## config.mk

```make
export PLATFORM = sky130hd
export DESIGN_NAME = srm_stream_manager
export DESIGN_NICKNAME = d
export VERILOG_FILES = /design/src/srm_pkg.sv /design/src/srm_stream_manager.sv
export VERILOG_INCLUDE_DIRS = /design/src
export SDC_FILE = /design/constraint.sdc
export NUM_CORES = 2
export LEC_CHECK = 0
export BUFFER_PORTS_ARGS = -buffer_cell sky130_fd_sc_hd__buf_2
export CORE_ASPECT_RATIO = 1.5
export CORE_MARGIN = 1.5
export CORE_UTILIZATION = 50
export DETAILED_ROUTE_END_ITERATION = 12
export PLACE_DENSITY_LB_ADDON = 0.08
export SYNTH_ARGS = -nofsm -noshare
export SYNTH_HDL_FRONTEND = slang
export SYNTH_SLANG_ARGS = --single-unit
```

## constraint.sdc

```tcl
create_clock -name clk_i -period 21.3 [get_ports clk_i]
set_clock_uncertainty 0.2 [all_clocks]
set_input_delay 0 -clock clk_i [delete_from_list [all_inputs] [get_ports clk_i]]
set_output_delay 0 -clock clk_i [all_outputs]
set_load 0.01 [all_outputs]
```

## src/srm_defines.svh

```systemverilog
`ifndef SRM_DEFINES_SVH
`define SRM_DEFINES_SVH
// register byte offsets
`define SRM_OFF_CMD       12'h000
`define SRM_OFF_NSSEL     12'h004
`define SRM_OFF_ARG       12'h008
`define SRM_OFF_STATUS    12'h00c
`define SRM_OFF_CPL0      12'h010
`define SRM_OFF_POOL      12'h014
`define SRM_OFF_ALLOC     12'h018
`define SRM_OFF_IRQ_STAT  12'h01c
`define SRM_OFF_IRQ_MASK  12'h020
`define SRM_OFF_OPEN      12'h024
`define SRM_OFF_DATA      12'h100
// command register fields
`define SRM_CMD_GO_BIT    8
`define SRM_CMD_SEND_BIT  9
// operation codes
`define SRM_OP_RELEASE_ID 8'h01
`define SRM_OP_GET_STATUS 8'h02
`define SRM_OP_RELEASE_RS 8'h02
`define SRM_OP_ALLOCATE   8'h03
// namespace selector meaning all namespaces
`define SRM_NS_ALL        32'hffffffff
// completion status codes
`define SRM_ST_SUCCESS    8'h00
`define SRM_ST_INVALID    8'h02
`define SRM_ST_ALLOC_FAIL 8'h7f
// sizes
`define SRM_NUM_NS        4
`define SRM_NUM_SLOTS     8
`define SRM_POOL_RESET    16'h0008
// interrupt bits
`define SRM_IRQ_DONE_BIT  0
`define SRM_IRQ_ERR_BIT   1
`endif

```

## src/srm_pkg.sv

```systemverilog
package srm_pkg;
    typedef enum logic [1:0] {
        SRM_IDLE = 2'b00,
        SRM_EXEC = 2'b01,
        SRM_SCAN = 2'b10
    } srm_state_type;
endpackage

```

## src/srm_stream_manager.sv

```systemverilog
// Operation
// - status query returns open streams of namespace; directive field ignored
// - all-namespaces query reports streams open on the shared pool
// - status structure bytes 1:0 carry the open stream count
// - identifiers follow from byte 2 in strictly ascending order
// - granted count in low 16 bits of completion word, never above request
// - granted count is kept as the namespace allocated field
// - nothing grantable: fail status, or grant zero when shared pool remains
// - allocation on namespace already holding resources: invalid field, no change
// - allocate and both releases move no data, only completion
// - grant is held per namespace, usable by every controller of host
// - identifier release closes the named stream
// - releasing a stream that is not open still succeeds
// - closed stream resource stays with namespace if exclusive, else to pool
// - identifier release on all-namespaces selector gets invalid field
// - full release frees namespace grant and sets allocated count to zero
// - full release with no grant succeeds
`timescale 1ns/1ns
`include "srm_defines.svh"
module srm_stream_manager (
    // clock and reset
    input wire logic clk_i,
    input wire logic rstn_i,
    // ahb-lite slave
    input wire logic hsel_i,
    input wire logic [31:0] haddr_i,
    input wire logic [1:0] htrans_i,
    input wire logic hwrite_i,
    input wire logic [2:0] hsize_i,
    input wire logic [31:0] hwdata_i,
    input wire logic hready_i,
    output logic [31:0] hrdata_o,
    output logic hreadyout_o,
    output logic hresp_o,
    // stream open from the write path
    input wire logic open_i,
    input wire logic [31:0] open_ns_i,
    input wire logic [15:0] open_id_i,
    // interrupt
    output logic irq_o
);
    localparam int NS = `SRM_NUM_NS;
    localparam int SL = `SRM_NUM_SLOTS;

    // address phase capture
    logic wr_pend;
    logic [11:0] a_addr;
    wire addr_ok = hsel_i && hready_i && htrans_i[1];
    wire [11:0] da = a_addr;
    wire w_cmd = wr_pend && (da == `SRM_OFF_CMD);
    wire w_ns = wr_pend && (da == `SRM_OFF_NSSEL);
    wire w_arg = wr_pend && (da == `SRM_OFF_ARG);
    wire w_pool = wr_pend && (da == `SRM_OFF_POOL);
    wire w_ista = wr_pend && (da == `SRM_OFF_IRQ_STAT);
    wire w_imsk = wr_pend && (da == `SRM_OFF_IRQ_MASK);

    always_ff @(posedge clk_i or negedge rstn_i) begin
        if (!rstn_i) begin
            wr_pend <= 1'b0;
            a_addr <= 12'h000;
        end else begin
            wr_pend <= addr_ok && hwrite_i;
            if (addr_ok) begin
                a_addr <= haddr_i[11:0];
            end
        end
    end

    // software visible state
    logic [9:0] cmd;
    logic [31:0] nssel;
    logic [31:0] arg;
    logic [7:0] status;
    logic [31:0] cpl0;
    logic [15:0] pool;
    logic [1:0] irq_stat;
    logic [1:0] irq_mask;
    logic [15:0] alloc [NS];
    // open stream table: valid, identifier, namespace index, exclusive, on shared pool
    logic [SL-1:0] s_val;
    logic [SL-1:0] s_all;
    logic [15:0] s_id [SL];
    logic [1:0] s_ns [SL];
    // status structure image
    logic [15:0] st_cnt;
    logic [15:0] st_ent [SL];

    srm_pkg::srm_state_type state;
    srm_pkg::srm_state_type next_state;
    logic [15:0] last_id;
    logic first_pick;

    wire is_all = (nssel == `SRM_NS_ALL);
    wire [1:0] nsi = nssel[1:0];
    wire ns_ok = is_all || (nssel < 32'(NS));
    wire [7:0] op = cmd[7:0];
    wire is_send = cmd[`SRM_CMD_SEND_BIT];
    wire [15:0] req = arg[15:0];
    wire [15:0] cur_alloc = alloc[nsi];
    wire [15:0] rel_id = arg[15:0];

    // stream membership for current selector
    logic [SL-1:0] in_ns;
    logic [SL-1:0] hit_rel;
    logic [SL-1:0] cand;
    logic [SL-1:0] first_free;
    genvar g;
    generate
        for (g = 0; g < SL; g++) begin : g_slot
            // a namespace query lists its streams whatever pool they draw on
            assign in_ns[g] = s_val[g] && (is_all ? s_all[g] : (s_ns[g] == nsi));
            assign hit_rel[g] = in_ns[g] && (s_id[g] == rel_id);
            assign cand[g] = in_ns[g] && (first_pick || s_id[g] > last_id);
        end
    endgenerate

    // lowest candidate identifier, and first free slot
    logic [15:0] min_id;
    logic min_hit;
    always_comb begin
        min_id = 16'hffff;
        min_hit = 1'b0;
        first_free = '0;
        for (int i = 0; i < SL; i++) begin
            if (cand[i] && (!min_hit || s_id[i] < min_id)) begin
                min_id = s_id[i];
                min_hit = 1'b1;
            end
        end
        // downward walk, so the lowest free slot is the one left set
        for (int i = SL - 1; i >= 0; i--) begin
            if (!s_val[i]) begin
                first_free = '0;
                first_free[i] = 1'b1;
            end
        end
    end

    // returned-to-pool count on identifier release
    logic [15:0] back;
    always_comb begin
        back = 16'h0000;
        for (int i = 0; i < SL; i++) begin
            if (hit_rel[i] && s_all[i]) begin
                back = back + 16'h0001;
            end
        end
    end

    // an open in a namespace without a grant draws on the shared pool
    wire open_all = (open_ns_i == `SRM_NS_ALL) || (alloc[open_ns_i[1:0]] == 16'h0000);
    wire open_take = open_i && (|first_free) && (open_all ? (pool != 16'h0000) : 1'b1);
    // a pool open in a command's cycle is taken first, so neither update is lost
    wire [15:0] pool_dec = (open_take && open_all) ? 16'h0001 : 16'h0000;
    wire [15:0] avail = pool - pool_dec;
    wire [15:0] grant = (req < avail) ? req : avail;
    wire exec = (state == srm_pkg::SRM_EXEC);
    wire do_getst = exec && !is_send && (op == `SRM_OP_GET_STATUS) && ns_ok;
    wire do_alloc = exec && !is_send && (op == `SRM_OP_ALLOCATE) && ns_ok && !is_all && (cur_alloc == 16'h0000);
    wire do_relid = exec && is_send && (op == `SRM_OP_RELEASE_ID) && ns_ok && !is_all;
    wire do_relrs = exec && is_send && (op == `SRM_OP_RELEASE_RS) && ns_ok && !is_all;
    wire scan_done = (state == srm_pkg::SRM_SCAN) && !min_hit;
    // a refused command still completes, with the invalid status
    wire finish = (exec && !do_getst) || scan_done;

    logic [7:0] next_status;
    logic [31:0] next_cpl0;
    always_comb begin
        next_status = `SRM_ST_INVALID;
        next_cpl0 = 32'h00000000;
        if (do_alloc) begin
            if (grant == 16'h0000 && avail == 16'h0000) begin
                next_status = `SRM_ST_ALLOC_FAIL;
            end else begin
                next_status = `SRM_ST_SUCCESS;
                next_cpl0 = {16'h0000, grant};
            end
        end else if (do_relid || do_relrs || scan_done) begin
            next_status = `SRM_ST_SUCCESS;
        end
    end

    always_comb begin
        next_state = state;
        case (state)
            srm_pkg::SRM_IDLE: begin
                if (w_cmd && hwdata_i[`SRM_CMD_GO_BIT]) begin
                    next_state = srm_pkg::SRM_EXEC;
                end
            end
            srm_pkg::SRM_EXEC: begin
                next_state = do_getst ? srm_pkg::SRM_SCAN : srm_pkg::SRM_IDLE;
            end
            srm_pkg::SRM_SCAN: begin
                if (!min_hit) begin
                    next_state = srm_pkg::SRM_IDLE;
                end
            end
            default: begin
                next_state = srm_pkg::SRM_IDLE;
            end
        endcase
    end

    always_ff @(posedge clk_i or negedge rstn_i) begin
        if (!rstn_i) begin
            state <= srm_pkg::SRM_IDLE;
            cmd <= 10'h000;
            nssel <= 32'h00000000;
            arg <= 32'h00000000;
            status <= 8'h00;
            cpl0 <= 32'h00000000;
            irq_mask <= 2'b00;
        end else begin
            state <= next_state;
            // command registers frozen while busy, so a scan sees a stable selector
            if (w_cmd && state == srm_pkg::SRM_IDLE) begin
                cmd <= hwdata_i[9:0];
            end
            if (w_ns && state == srm_pkg::SRM_IDLE) begin
                nssel <= hwdata_i;
            end
            if (w_arg && state == srm_pkg::SRM_IDLE) begin
                arg <= hwdata_i;
            end
            if (finish) begin
                status <= next_status;
                cpl0 <= next_cpl0;
            end
            if (w_imsk) begin
                irq_mask <= hwdata_i[1:0];
            end
        end
    end

    // interrupt status: hardware set wins over write-one-clear
    wire [1:0] irq_set = {finish && (next_status != `SRM_ST_SUCCESS), finish};
    always_ff @(posedge clk_i or negedge rstn_i) begin
        if (!rstn_i) begin
            irq_stat <= 2'b00;
        end else begin
            irq_stat <= (irq_stat & ~(w_ista ? hwdata_i[1:0] : 2'b00)) | irq_set;
        end
    end
    assign irq_o = |(irq_stat & irq_mask);

    // shared pool and per-namespace grants; grant keyed by namespace only, so every
    // controller of the host sees it
    always_ff @(posedge clk_i or negedge rstn_i) begin
        if (!rstn_i) begin
            pool <= `SRM_POOL_RESET;
            for (int i = 0; i < NS; i++) begin
                alloc[i] <= 16'h0000;
            end
        end else begin
            if (w_pool && state == srm_pkg::SRM_IDLE) begin
                pool <= hwdata_i[15:0];
            end else if (do_alloc) begin
                pool <= avail - grant;
                alloc[nsi] <= grant;
            end else if (do_relrs) begin
                pool <= avail + cur_alloc;
                alloc[nsi] <= 16'h0000;
            end else if (do_relid) begin
                pool <= avail + back;
            end else begin
                pool <= avail;
            end
        end
    end

    // open stream table
    always_ff @(posedge clk_i or negedge rstn_i) begin
        if (!rstn_i) begin
            s_val <= '0;
            s_all <= '0;
            for (int i = 0; i < SL; i++) begin
                s_id[i] <= 16'h0000;
                s_ns[i] <= 2'b00;
            end
        end else begin
            for (int i = 0; i < SL; i++) begin
                if (do_relid && hit_rel[i]) begin
                    s_val[i] <= 1'b0;
                end else if (open_take && first_free[i]) begin
                    s_val[i] <= 1'b1;
                    s_all[i] <= open_all;
                    s_id[i] <= open_id_i;
                    s_ns[i] <= open_ns_i[1:0];
                end
            end
        end
    end

    // status structure build: one identifier per cycle, ascending
    // last_id only orders picks within one scan; first_pick restarts each query
    always_ff @(posedge clk_i or negedge rstn_i) begin
        if (!rstn_i) begin
            st_cnt <= 16'h0000;
            last_id <= 16'h0000;
            first_pick <= 1'b1;
            for (int i = 0; i < SL; i++) begin
                st_ent[i] <= 16'h0000;
            end
        end else if (do_getst) begin
            st_cnt <= 16'h0000;
            first_pick <= 1'b1;
            for (int i = 0; i < SL; i++) begin
                st_ent[i] <= 16'h0000;
            end
        end else if (state == srm_pkg::SRM_SCAN && min_hit) begin
            st_ent[st_cnt[2:0]] <= min_id;
            st_cnt <= st_cnt + 16'h0001;
            last_id <= min_id;
            first_pick <= 1'b0;
        end
    end

    // read mux, decoded in the address phase and registered for the data phase;
    // a read overlapping the data phase of a write to the same register sees the old value
    wire [11:0] ra = haddr_i[11:0];
    wire rd_take = addr_ok && !hwrite_i;
    // data window word k holds bytes 4k+3..4k of the status structure
    wire [11:0] doff = ra - `SRM_OFF_DATA;
    wire in_data = (ra >= `SRM_OFF_DATA) && (doff < 12'(SL * 2 + 2));
    wire [3:0] wk = doff[5:2];
    wire [15:0] lo_half = (wk == 4'h0) ? st_cnt : st_ent[3'(2 * wk - 1)];
    wire [15:0] hi_half = (wk == 4'(SL / 2)) ? 16'h0000 : st_ent[3'(2 * wk)];
    logic [31:0] rmux;
    always_comb begin
        if (ra == `SRM_OFF_CMD) begin
            rmux = {21'h000000, state != srm_pkg::SRM_IDLE, cmd};
        end else if (ra == `SRM_OFF_NSSEL) begin
            rmux = nssel;
        end else if (ra == `SRM_OFF_ARG) begin
            rmux = arg;
        end else if (ra == `SRM_OFF_STATUS) begin
            rmux = {24'h000000, status};
        end else if (ra == `SRM_OFF_CPL0) begin
            rmux = cpl0;
        end else if (ra == `SRM_OFF_POOL) begin
            rmux = {16'h0000, pool};
        end else if (ra == `SRM_OFF_ALLOC) begin
            rmux = {16'h0000, alloc[nsi]};
        end else if (ra == `SRM_OFF_IRQ_STAT) begin
            rmux = {30'h00000000, irq_stat};
        end else if (ra == `SRM_OFF_IRQ_MASK) begin
            rmux = {30'h00000000, irq_mask};
        end else if (ra == `SRM_OFF_OPEN) begin
            rmux = {24'h000000, s_val};
        end else if (in_data) begin
            rmux = {hi_half, lo_half};
        end else begin
            rmux = 32'h00000000;
        end
    end
    logic [31:0] rdata;
    always_ff @(posedge clk_i or negedge rstn_i) begin
        if (!rstn_i) begin
            rdata <= 32'h00000000;
        end else begin
            rdata <= rd_take ? rmux : 32'h00000000;
        end
    end
    assign hrdata_o = rdata;
    // zero wait states, always okay
    assign hreadyout_o = 1'b1;
    assign hresp_o = 1'b0;
endmodule

```

; ---- Word level (Yosys, flattened, before mapping)
; Cells that the tools add are included.
[classes]
mux = 113
order_cmp = 26
n_eq_ne = 40
n_div = 0
mul = 0
n_bitwise = 21
reduce_logical = 161
addsub = 14
shifts = 0
[ops]
columns = op, count
row1 = $mux 16, 36
row2 = $mux 32, 12
row3 = $mux 128, 2
row4 = $add 16x1->16 const B, 8
row5 = $bwmux 128, 1
row6 = $eq 16x16->1, 8
row7 = $gt 16x16->1, 8
row8 = $lt 16x16->1, 8
row9 = $mux 64, 2
row10 = $bmux 16 s3, 2
row11 = $logic_and 1x1->1, 95
row12 = $eq 12x5->1 const B, 6
row13 = $mux 8, 9
row14 = $and 64x64->64, 1
row15 = $bmux 16 s2, 2
row16 = $bwmux 64, 1
row17 = $eq 32x32->1 const B, 2
row18 = $logic_not 16->1, 4
row19 = $not 64->64, 1
row20 = $demux 16 s3, 1
row21 = $mux 1, 37
row22 = $eq 12x4->1 const B, 3
row23 = $eq 12x6->1 const B, 3
row24 = $add 16x16->16, 2
row25 = other kinds (40), 121
[word_totals]
mem_count = 0
reg_bits = 566
input_bits = 123
latchBits = 0
mem_bits_rw = 0
wordCells = 434
output_inout_bits = 35
mem_bits_ro = 0

; ---- Depth between registers and ports, before layout
[logic_depth]
ltp_word = 41
ltp_mapped = 123
depth_no_buf = 108

; ---- Worst setup path before layout
; No wires, ideal clock.
[synth_timing]
path_kind = reg-to-reg
startpoint = reg last_id[13]
endpoint = reg st_ent[31] (netlist name)
synth_period_minus_slack_ns = 19.980
t_arrival_ns = 19.643
path_slack_ns = 1.320
required_ns = 20.962
path_stages_with_launch = 121
path_cell_list = dfrtp_1 > inv_1 > ha_1 > a21o_1 > a21o_1 > a211o_1 > o32ai_2 > or2_0 > buf_2 > buf_1 > clkbuf_1 > nor2_1 > ha_1 > a21o_1 > a21o_1 > a21oi_1 > o211ai_1 > a21oi_1 > [... 85 more ...] > a21oi_1 > ha_1 > a21o_1 > a21oi_1 > nor2b_1 > o21ai_0 > nand2b_1 > a21oi_1 > nor2b_1 > o21ai_0 > nand2_1 > nand2_1 > nand2_1 > a221o_1 > buf_2 > buf_4 > nor3_4 > o31ai_1
[synth_between]
elab_chain_len = 35
elab_cells_between_ends = 73
cone_classes = 15 x order compare / 19 x mux / 39 x reduce/logical
[synth_lines]
columns = element, line_no
row1 = start: declaration, srm_stream_manager.sv:90  ; logic [15:0] last_id;
row2 = start signal: assignment, srm_stream_manager.sv:314  ; last_id <= min_id;
row3 = $gt 16x16->1, srm_stream_manager.sv:113  ; assign cand[g] = in_ns[g] && (first_pick || s_id[g] > last_id);
row4 = $logic_or 1x1->1, srm_stream_manager.sv:113
row5 = $logic_and 1x1->1, srm_stream_manager.sv:113
row6 = $mux 16 or $mux 1 (tied branches), srm_stream_manager.sv:125  ; if (cand[i] && (!min_hit || s_id[i] < min_id)) begin
row7 = $lt 16x16->1 or $logic_not 1->1 (tied branches), srm_stream_manager.sv:125
row8 = $logic_or 1x1->1, srm_stream_manager.sv:125
row9 = $logic_and 1x1->1, srm_stream_manager.sv:125
row10 = $mux 16 or $mux 1 (tied branches), srm_stream_manager.sv:125
row11 = [... 19 more ...], -
row12 = $mux 16 or $mux 1 (tied branches), srm_stream_manager.sv:125
row13 = $lt 16x16->1 or $logic_not 1->1 (tied branches), srm_stream_manager.sv:125
row14 = $logic_or 1x1->1, srm_stream_manager.sv:125
row15 = $logic_and 1x1->1, srm_stream_manager.sv:125
row16 = $mux 16, srm_stream_manager.sv:125
row17 = $bwmux 128, srm_stream_manager.sv:312  ; st_ent[st_cnt[2:0]] <= min_id;
row18 = $mux 128, srm_stream_manager.sv:311  ; end else if (state == srm_pkg::SRM_SCAN && min_hit) begin
row19 = $mux 128, srm_stream_manager.sv:305  ; end else if (do_getst) begin
row20 = end signal: indexed assignment, srm_stream_manager.sv:312
row21 = end: declaration, srm_stream_manager.sv:86  ; logic [15:0] st_ent [SL];
; Parallel ways exist; a longest one is shown, timed or not. The select of a mux whose other input is x is not followed.
; A chain may end at the register's enable or synchronous reset.

; ---- Final worst setup path
[layout_timing]
startpoint = reg nssel[18]
endpoint = reg st_ent[21] (netlist name)
[layout_between]
elab_chain_len = 36
elab_cells_between_ends = 77
cone_classes = 8 x order compare / 1 x eq/ne / 27 x mux / 41 x reduce/logical
[layout_lines]
columns = element, line_no
row1 = start: declaration, srm_stream_manager.sv:71  ; logic [31:0] nssel;
row2 = start signal: assignment, srm_stream_manager.sv:221  ; nssel <= hwdata_i;
row3 = $eq 32x32->1 (no line), -
row4 = $mux 1, srm_stream_manager.sv:111  ; assign in_ns[g] = s_val[g] && (is_all ? s_all[g] : (s_ns[g] == nsi));
row5 = $logic_and 1x1->1, srm_stream_manager.sv:111
row6 = $logic_and 1x1->1, srm_stream_manager.sv:113
row7 = $mux 16 or $mux 1 (tied branches), srm_stream_manager.sv:125
row8 = $lt 16x16->1 or $logic_not 1->1 (tied branches), srm_stream_manager.sv:125
row9 = $logic_or 1x1->1, srm_stream_manager.sv:125
row10 = $logic_and 1x1->1, srm_stream_manager.sv:125
row11 = [... 20 more ...], -
row12 = $mux 16 or $mux 1 (tied branches), srm_stream_manager.sv:125
row13 = $lt 16x16->1 or $logic_not 1->1 (tied branches), srm_stream_manager.sv:125
row14 = $logic_or 1x1->1, srm_stream_manager.sv:125
row15 = $logic_and 1x1->1, srm_stream_manager.sv:125
row16 = $mux 16, srm_stream_manager.sv:125
row17 = $bwmux 128, srm_stream_manager.sv:312
row18 = $mux 128, srm_stream_manager.sv:311
row19 = $mux 128, srm_stream_manager.sv:305
; Parallel ways exist; a longest one is shown, timed or not. The select of a mux whose other input is x is not followed.

==> key figures <==
CTS
  – Clock tree from TritonCTS: built
  – Number of levels in the clock H-tree: 2
  – Clock root buffer: sky130_fd_sc_hd__clkbuf_16
  – Insertion delay of the later-clocked pin in the worst-skew pair: roughly 0.67 ns
  – CTS Buffer Depth: 3
  – TritonCTS Sinks: around 540
  – Clock slew at reported path FFs: about 0.060 ns
  – Clock buffers created by TritonCTS: between 50 and 60

Place
  – GP Congestion: around 1.0
  – Final HPWL DP: just over 100000 µm
  – Number of cells in the design after placement: 4682
  – Number of buffers inserted by port buffering: 131

Critical path
  – Largest stage delay, worst path: 0.73 ns
  – WP data arrival: 20.35 ns
  – Setup CP Type: register to register
  – Category of the worst setup path launch point: register
  – Worst reg2reg path startpoint: nssel[18]
  – Cell type of the slowest stage on the worst timing path: sky130_fd_sc_hd__a2111oi_1
  – Type of destination of the critical path: register
  – Worst path required time: ~22 ns
  – Start point of the critical path: nssel[18]
  – CP dominant cell by count: sky130_fd_sc_hd__a21oi_1
  – Critical-path maximum fanout: 23

Synthesis
  – YS warnings: 0
  – Count of flip-flops with a built-in enable after synthesis: 0
  – Cell count after synthesis: between 3000 and 4000
  – Main synth FF type: sky130_fd_sc_hd__dfrtp_1
  – Proportion of synthesized flip-flops having asynchronous set or reset: 100%
  – Number of distinct library cells after synthesis: ~100
  – Part of the Yosys area used for sequential elements: 37.6%
  – Post-Syn Area per Cell: 9.77 µm²
  – Cell area after synthesis: roughly 0.036 mm²
  – Post-synthesis register bit count: between 500 and 600

Drt
  – Number of optimization iterations in the first detailed-route pass: 5
  – Average routed wire per standard cell: about 28 µm
  – Antenna-violating nets left: 0
  – Via density per instance: approximately 6.4
  – Number of design rule violations left after detail routing: 0
  – Final wirelength: ~140000 µm
  – Count of routing violations after the opening detailed-route iteration: ~2800
  – Number of vias after detailed routing: between 30000 and 40000

Final layout
  – Layout overhead on the synthesized area: 14.8%
  – Final nets: between 4000 and 5000
  – Share of post-route cells with drive strength above 1: between 15 and 20%
  – Post-route insts no fill: 4907

GRT
  – Global-route wire length before repair: between 200000 and 250000 µm
  – Number of global-route vias before repair: 31829
  – Maximum number of pins on one net before global-route repair: between 100 and 150
  – GRT Residual Overflow: 0
  – Antenna violations before repair: 4
  – Global router's overall resource usage: about 37%

Timing
  – Number of setup violations in the final report: 0
  – Max_slew headroom: 17.2%
  – Count of final hold-check violations: 0
  – Measured slew at the worst slew-check pin: 1.24 ns
  – Worst hold slack after final layout: about 0.06 ns
  – Pins Over Slew Limit: 0
  – Min Tclk post-route: 19.99 ns
  – Achievable clock frequency: between 50 and 60 MHz
  – Ratio of final minimum period to clock period: 93.8%

Die
  – Chip Width: roughly 220 µm
  – Total core area: ~0.072 mm²
  – Die height: around 330 µm
  – Area of the die: around 0.074 mm²
  – Initial standard-cell utilization of the core: 50.6%
  – Number of rows created at floorplan: 120
  – I/O pins: ~160

Run
  – Max-Cap Viols: 0

Power and ir drop
  – Reported leakage power: 19.4 nW
  – Worst IR Drop VDD: between 0.09 and 0.1 mV
  – Total power per unit cell area: 94.3 mW/mm²

Worst hold path
  – Worst min path class: input port to register
  – Launch point of the worst hold path: hwdata_i[12]

Run status
  – Run status: completed
state kept, by name (all words and copies together) (netlist names):
register and flops:
st_ent 128, irq_mask 2, first_pick 1, cmd 10, cpl0 16, s_val 8, irq_stat 2, alloc 64
hrdata_o 32, state 2, arg 32, s_all 8, s_ns 16, wr_pend 1, pool 16, st_cnt 16
nssel 32, s_id 128, a_addr 12, last_id 16, status 2
per-layer routing:
metal / vias up / wire length [µm] / track usage (%)
li1: 14104 / - / -
met1: 15622 / 50900 / 42.4
met2: 1325 / 64600 / 61.1
met3: 545 / 8090 / 5.23
met4: 6 / 14100 / 30.9
met5: - / 33 / 0
layout make-up:
type                    count  area [µm²]
clock inverters            28         338
well taps                 915        1140
inverters                 165         623
fillers                  6155       30000
multi-input cells        2811       21400
diodes                      1        2.50
clock buffers              76        1580
repair buffers            367        2870
flip-flops and latches    544       13600
cell usage in the layout (no fill, tap or decap), types with 12 or more instances in the layout:
| cell | count |
|---|---|
| sky130_fd_sc_hd__a211oi_1 | 17 |
| sky130_fd_sc_hd__a21o_1 | 56 |
| sky130_fd_sc_hd__a21oi_1 | 179 |
| sky130_fd_sc_hd__a21oi_2 | 12 |
| sky130_fd_sc_hd__a221oi_1 | 22 |
| sky130_fd_sc_hd__and2_1 | 17 |
| sky130_fd_sc_hd__and3_1 | 12 |
| sky130_fd_sc_hd__buf_2 | 130 |
| sky130_fd_sc_hd__buf_4 | 116 |
| sky130_fd_sc_hd__clkbuf_16 | 56 |
| sky130_fd_sc_hd__clkinv_2 | 14 |
| sky130_fd_sc_hd__dfrtp_1 | 541 |
| sky130_fd_sc_hd__dlygate4sd3_1 | 106 |
| sky130_fd_sc_hd__ha_1 | 287 |
| sky130_fd_sc_hd__inv_1 | 164 |
| sky130_fd_sc_hd__mux2_2 | 250 |
| sky130_fd_sc_hd__mux2i_1 | 28 |
| sky130_fd_sc_hd__mux4_2 | 48 |
| sky130_fd_sc_hd__nand2_1 | 301 |
| sky130_fd_sc_hd__nand2b_1 | 46 |
| sky130_fd_sc_hd__nand3_1 | 168 |
| sky130_fd_sc_hd__nand4_1 | 101 |
| sky130_fd_sc_hd__nor2_1 | 193 |
| sky130_fd_sc_hd__nor2b_1 | 38 |
| sky130_fd_sc_hd__nor3_1 | 61 |
| sky130_fd_sc_hd__nor4_1 | 58 |
| sky130_fd_sc_hd__o211ai_1 | 31 |
| sky130_fd_sc_hd__o21a_1 | 43 |
| sky130_fd_sc_hd__o21ai_0 | 225 |
| sky130_fd_sc_hd__o21bai_1 | 13 |
| sky130_fd_sc_hd__o221ai_1 | 17 |
| sky130_fd_sc_hd__o31ai_1 | 127 |
| sky130_fd_sc_hd__o31ai_2 | 12 |
| sky130_fd_sc_hd__or2_2 | 20 |
| sky130_fd_sc_hd__or3_1 | 14 |
| sky130_fd_sc_hd__xnor2_1 | 110 |
| sky130_fd_sc_hd__xor2_1 | 106 |
logic make-up (layout without fill, tap and decap cells):
kind of cell	after synthesis	count (layout)	share of synthesized area, %
simple gates	1110	1110	15.6
compound gates	854	855	15.9
flops	544	544	37.6
buf+inv	361	636	3.90
mux	331	331	11.7
fa+ha+maj	294	294	10.2
xor+xnor	216	216	5.22
other cells	2	6	0.0207
stage by stage:
stage	worst slack, ns	setup TNS (ns)	utilization, %	area, µm²	power (mW)
CTS	0.481	0	57.6	41300	3.85
global placement	0.893	0	53.5	38300	2.74
finish	1.31	0	58.1	41600	3.92
global route	-0.0875	-1.98	58.1	41600	4.13
floorplan	1.32	0	-	36300	2.26
detailed placement	0.588	0	53.5	38300	2.78
what timing repair did:
action                                  CTS  global route
buffers inserted                          0            12
hold endpoints to repair                430             0
resized for setup                         0            37
hold buffers                            107             0
endpoints found under the setup margin    0           144
worst max-delay path: cells and delay by family (launching register included):
kind,cells,cell delay [ns]
adders and majority gates,7,1.87
AOI/OAI and AO/OA,49,10.23
DFF,1,0.48
muxes,2,0.62
buffers and inverters,15,2.16
and+or+nand+nor,32,4.21
final timing paths:
path / to / slack, ns / cells after the start
setup / recovery: st_ent[21] / 1.31 / 105
hold / removal: nssel[12] / 0.06 / 3
setup reg to reg: st_ent[21] / 1.31 / 105
hold reg to reg: cpl0[3] / 0.28 / 2
max in group asynchronous: alloc[10] / 18.83 / 5
min in group asynchronous: st_ent[58] / 0.34 / 4
power by group:
group | leakage [nW] | internal (mW) | switching [mW]
clock network | 0.937 | 0.573 | 0.470
registers | 6.79 | 1.11 | 0.143
logic | 11.7 | 0.658 | 0.967
total | 19.4 | 2.34 | 1.58
synthesized netlist by cell type, types with 21 or more instances:
cell type | number | share of area [%]
sky130_fd_sc_hd__o21ai_0 | 226 | 3.1
sky130_fd_sc_hd__nand4_1 | 101 | 1.7
sky130_fd_sc_hd__ha_1 | 287 | 9.9
sky130_fd_sc_hd__nand2b_1 | 46 | 0.79
sky130_fd_sc_hd__dfrtp_1 | 542 | 37
sky130_fd_sc_hd__a221oi_1 | 23 | 0.56
sky130_fd_sc_hd__xnor2_1 | 110 | 2.7
sky130_fd_sc_hd__mux2i_1 | 32 | 0.88
sky130_fd_sc_hd__a21oi_1 | 189 | 2.6
sky130_fd_sc_hd__or2_2 | 21 | 0.36
sky130_fd_sc_hd__clkbuf_1 | 154 | 1.6
sky130_fd_sc_hd__xor2_1 | 106 | 2.6
sky130_fd_sc_hd__nor4_1 | 60 | 1.0
sky130_fd_sc_hd__nor3_1 | 65 | 0.90
sky130_fd_sc_hd__a21o_1 | 58 | 1.2
sky130_fd_sc_hd__nor2_1 | 194 | 2.0
sky130_fd_sc_hd__nor2b_1 | 38 | 0.66
sky130_fd_sc_hd__o31ai_1 | 129 | 2.7
sky130_fd_sc_hd__mux2_2 | 250 | 7.8
sky130_fd_sc_hd__nand2_1 | 301 | 3.1
sky130_fd_sc_hd__inv_1 | 165 | 1.7
sky130_fd_sc_hd__o21a_1 | 43 | 0.89
sky130_fd_sc_hd__mux4_2 | 48 | 3.0
sky130_fd_sc_hd__nand3_1 | 168 | 2.3
sky130_fd_sc_hd__buf_1 | 28 | 0.29
sky130_fd_sc_hd__o211ai_1 | 31 | 0.64
Power figures use the tool's default switching activity.
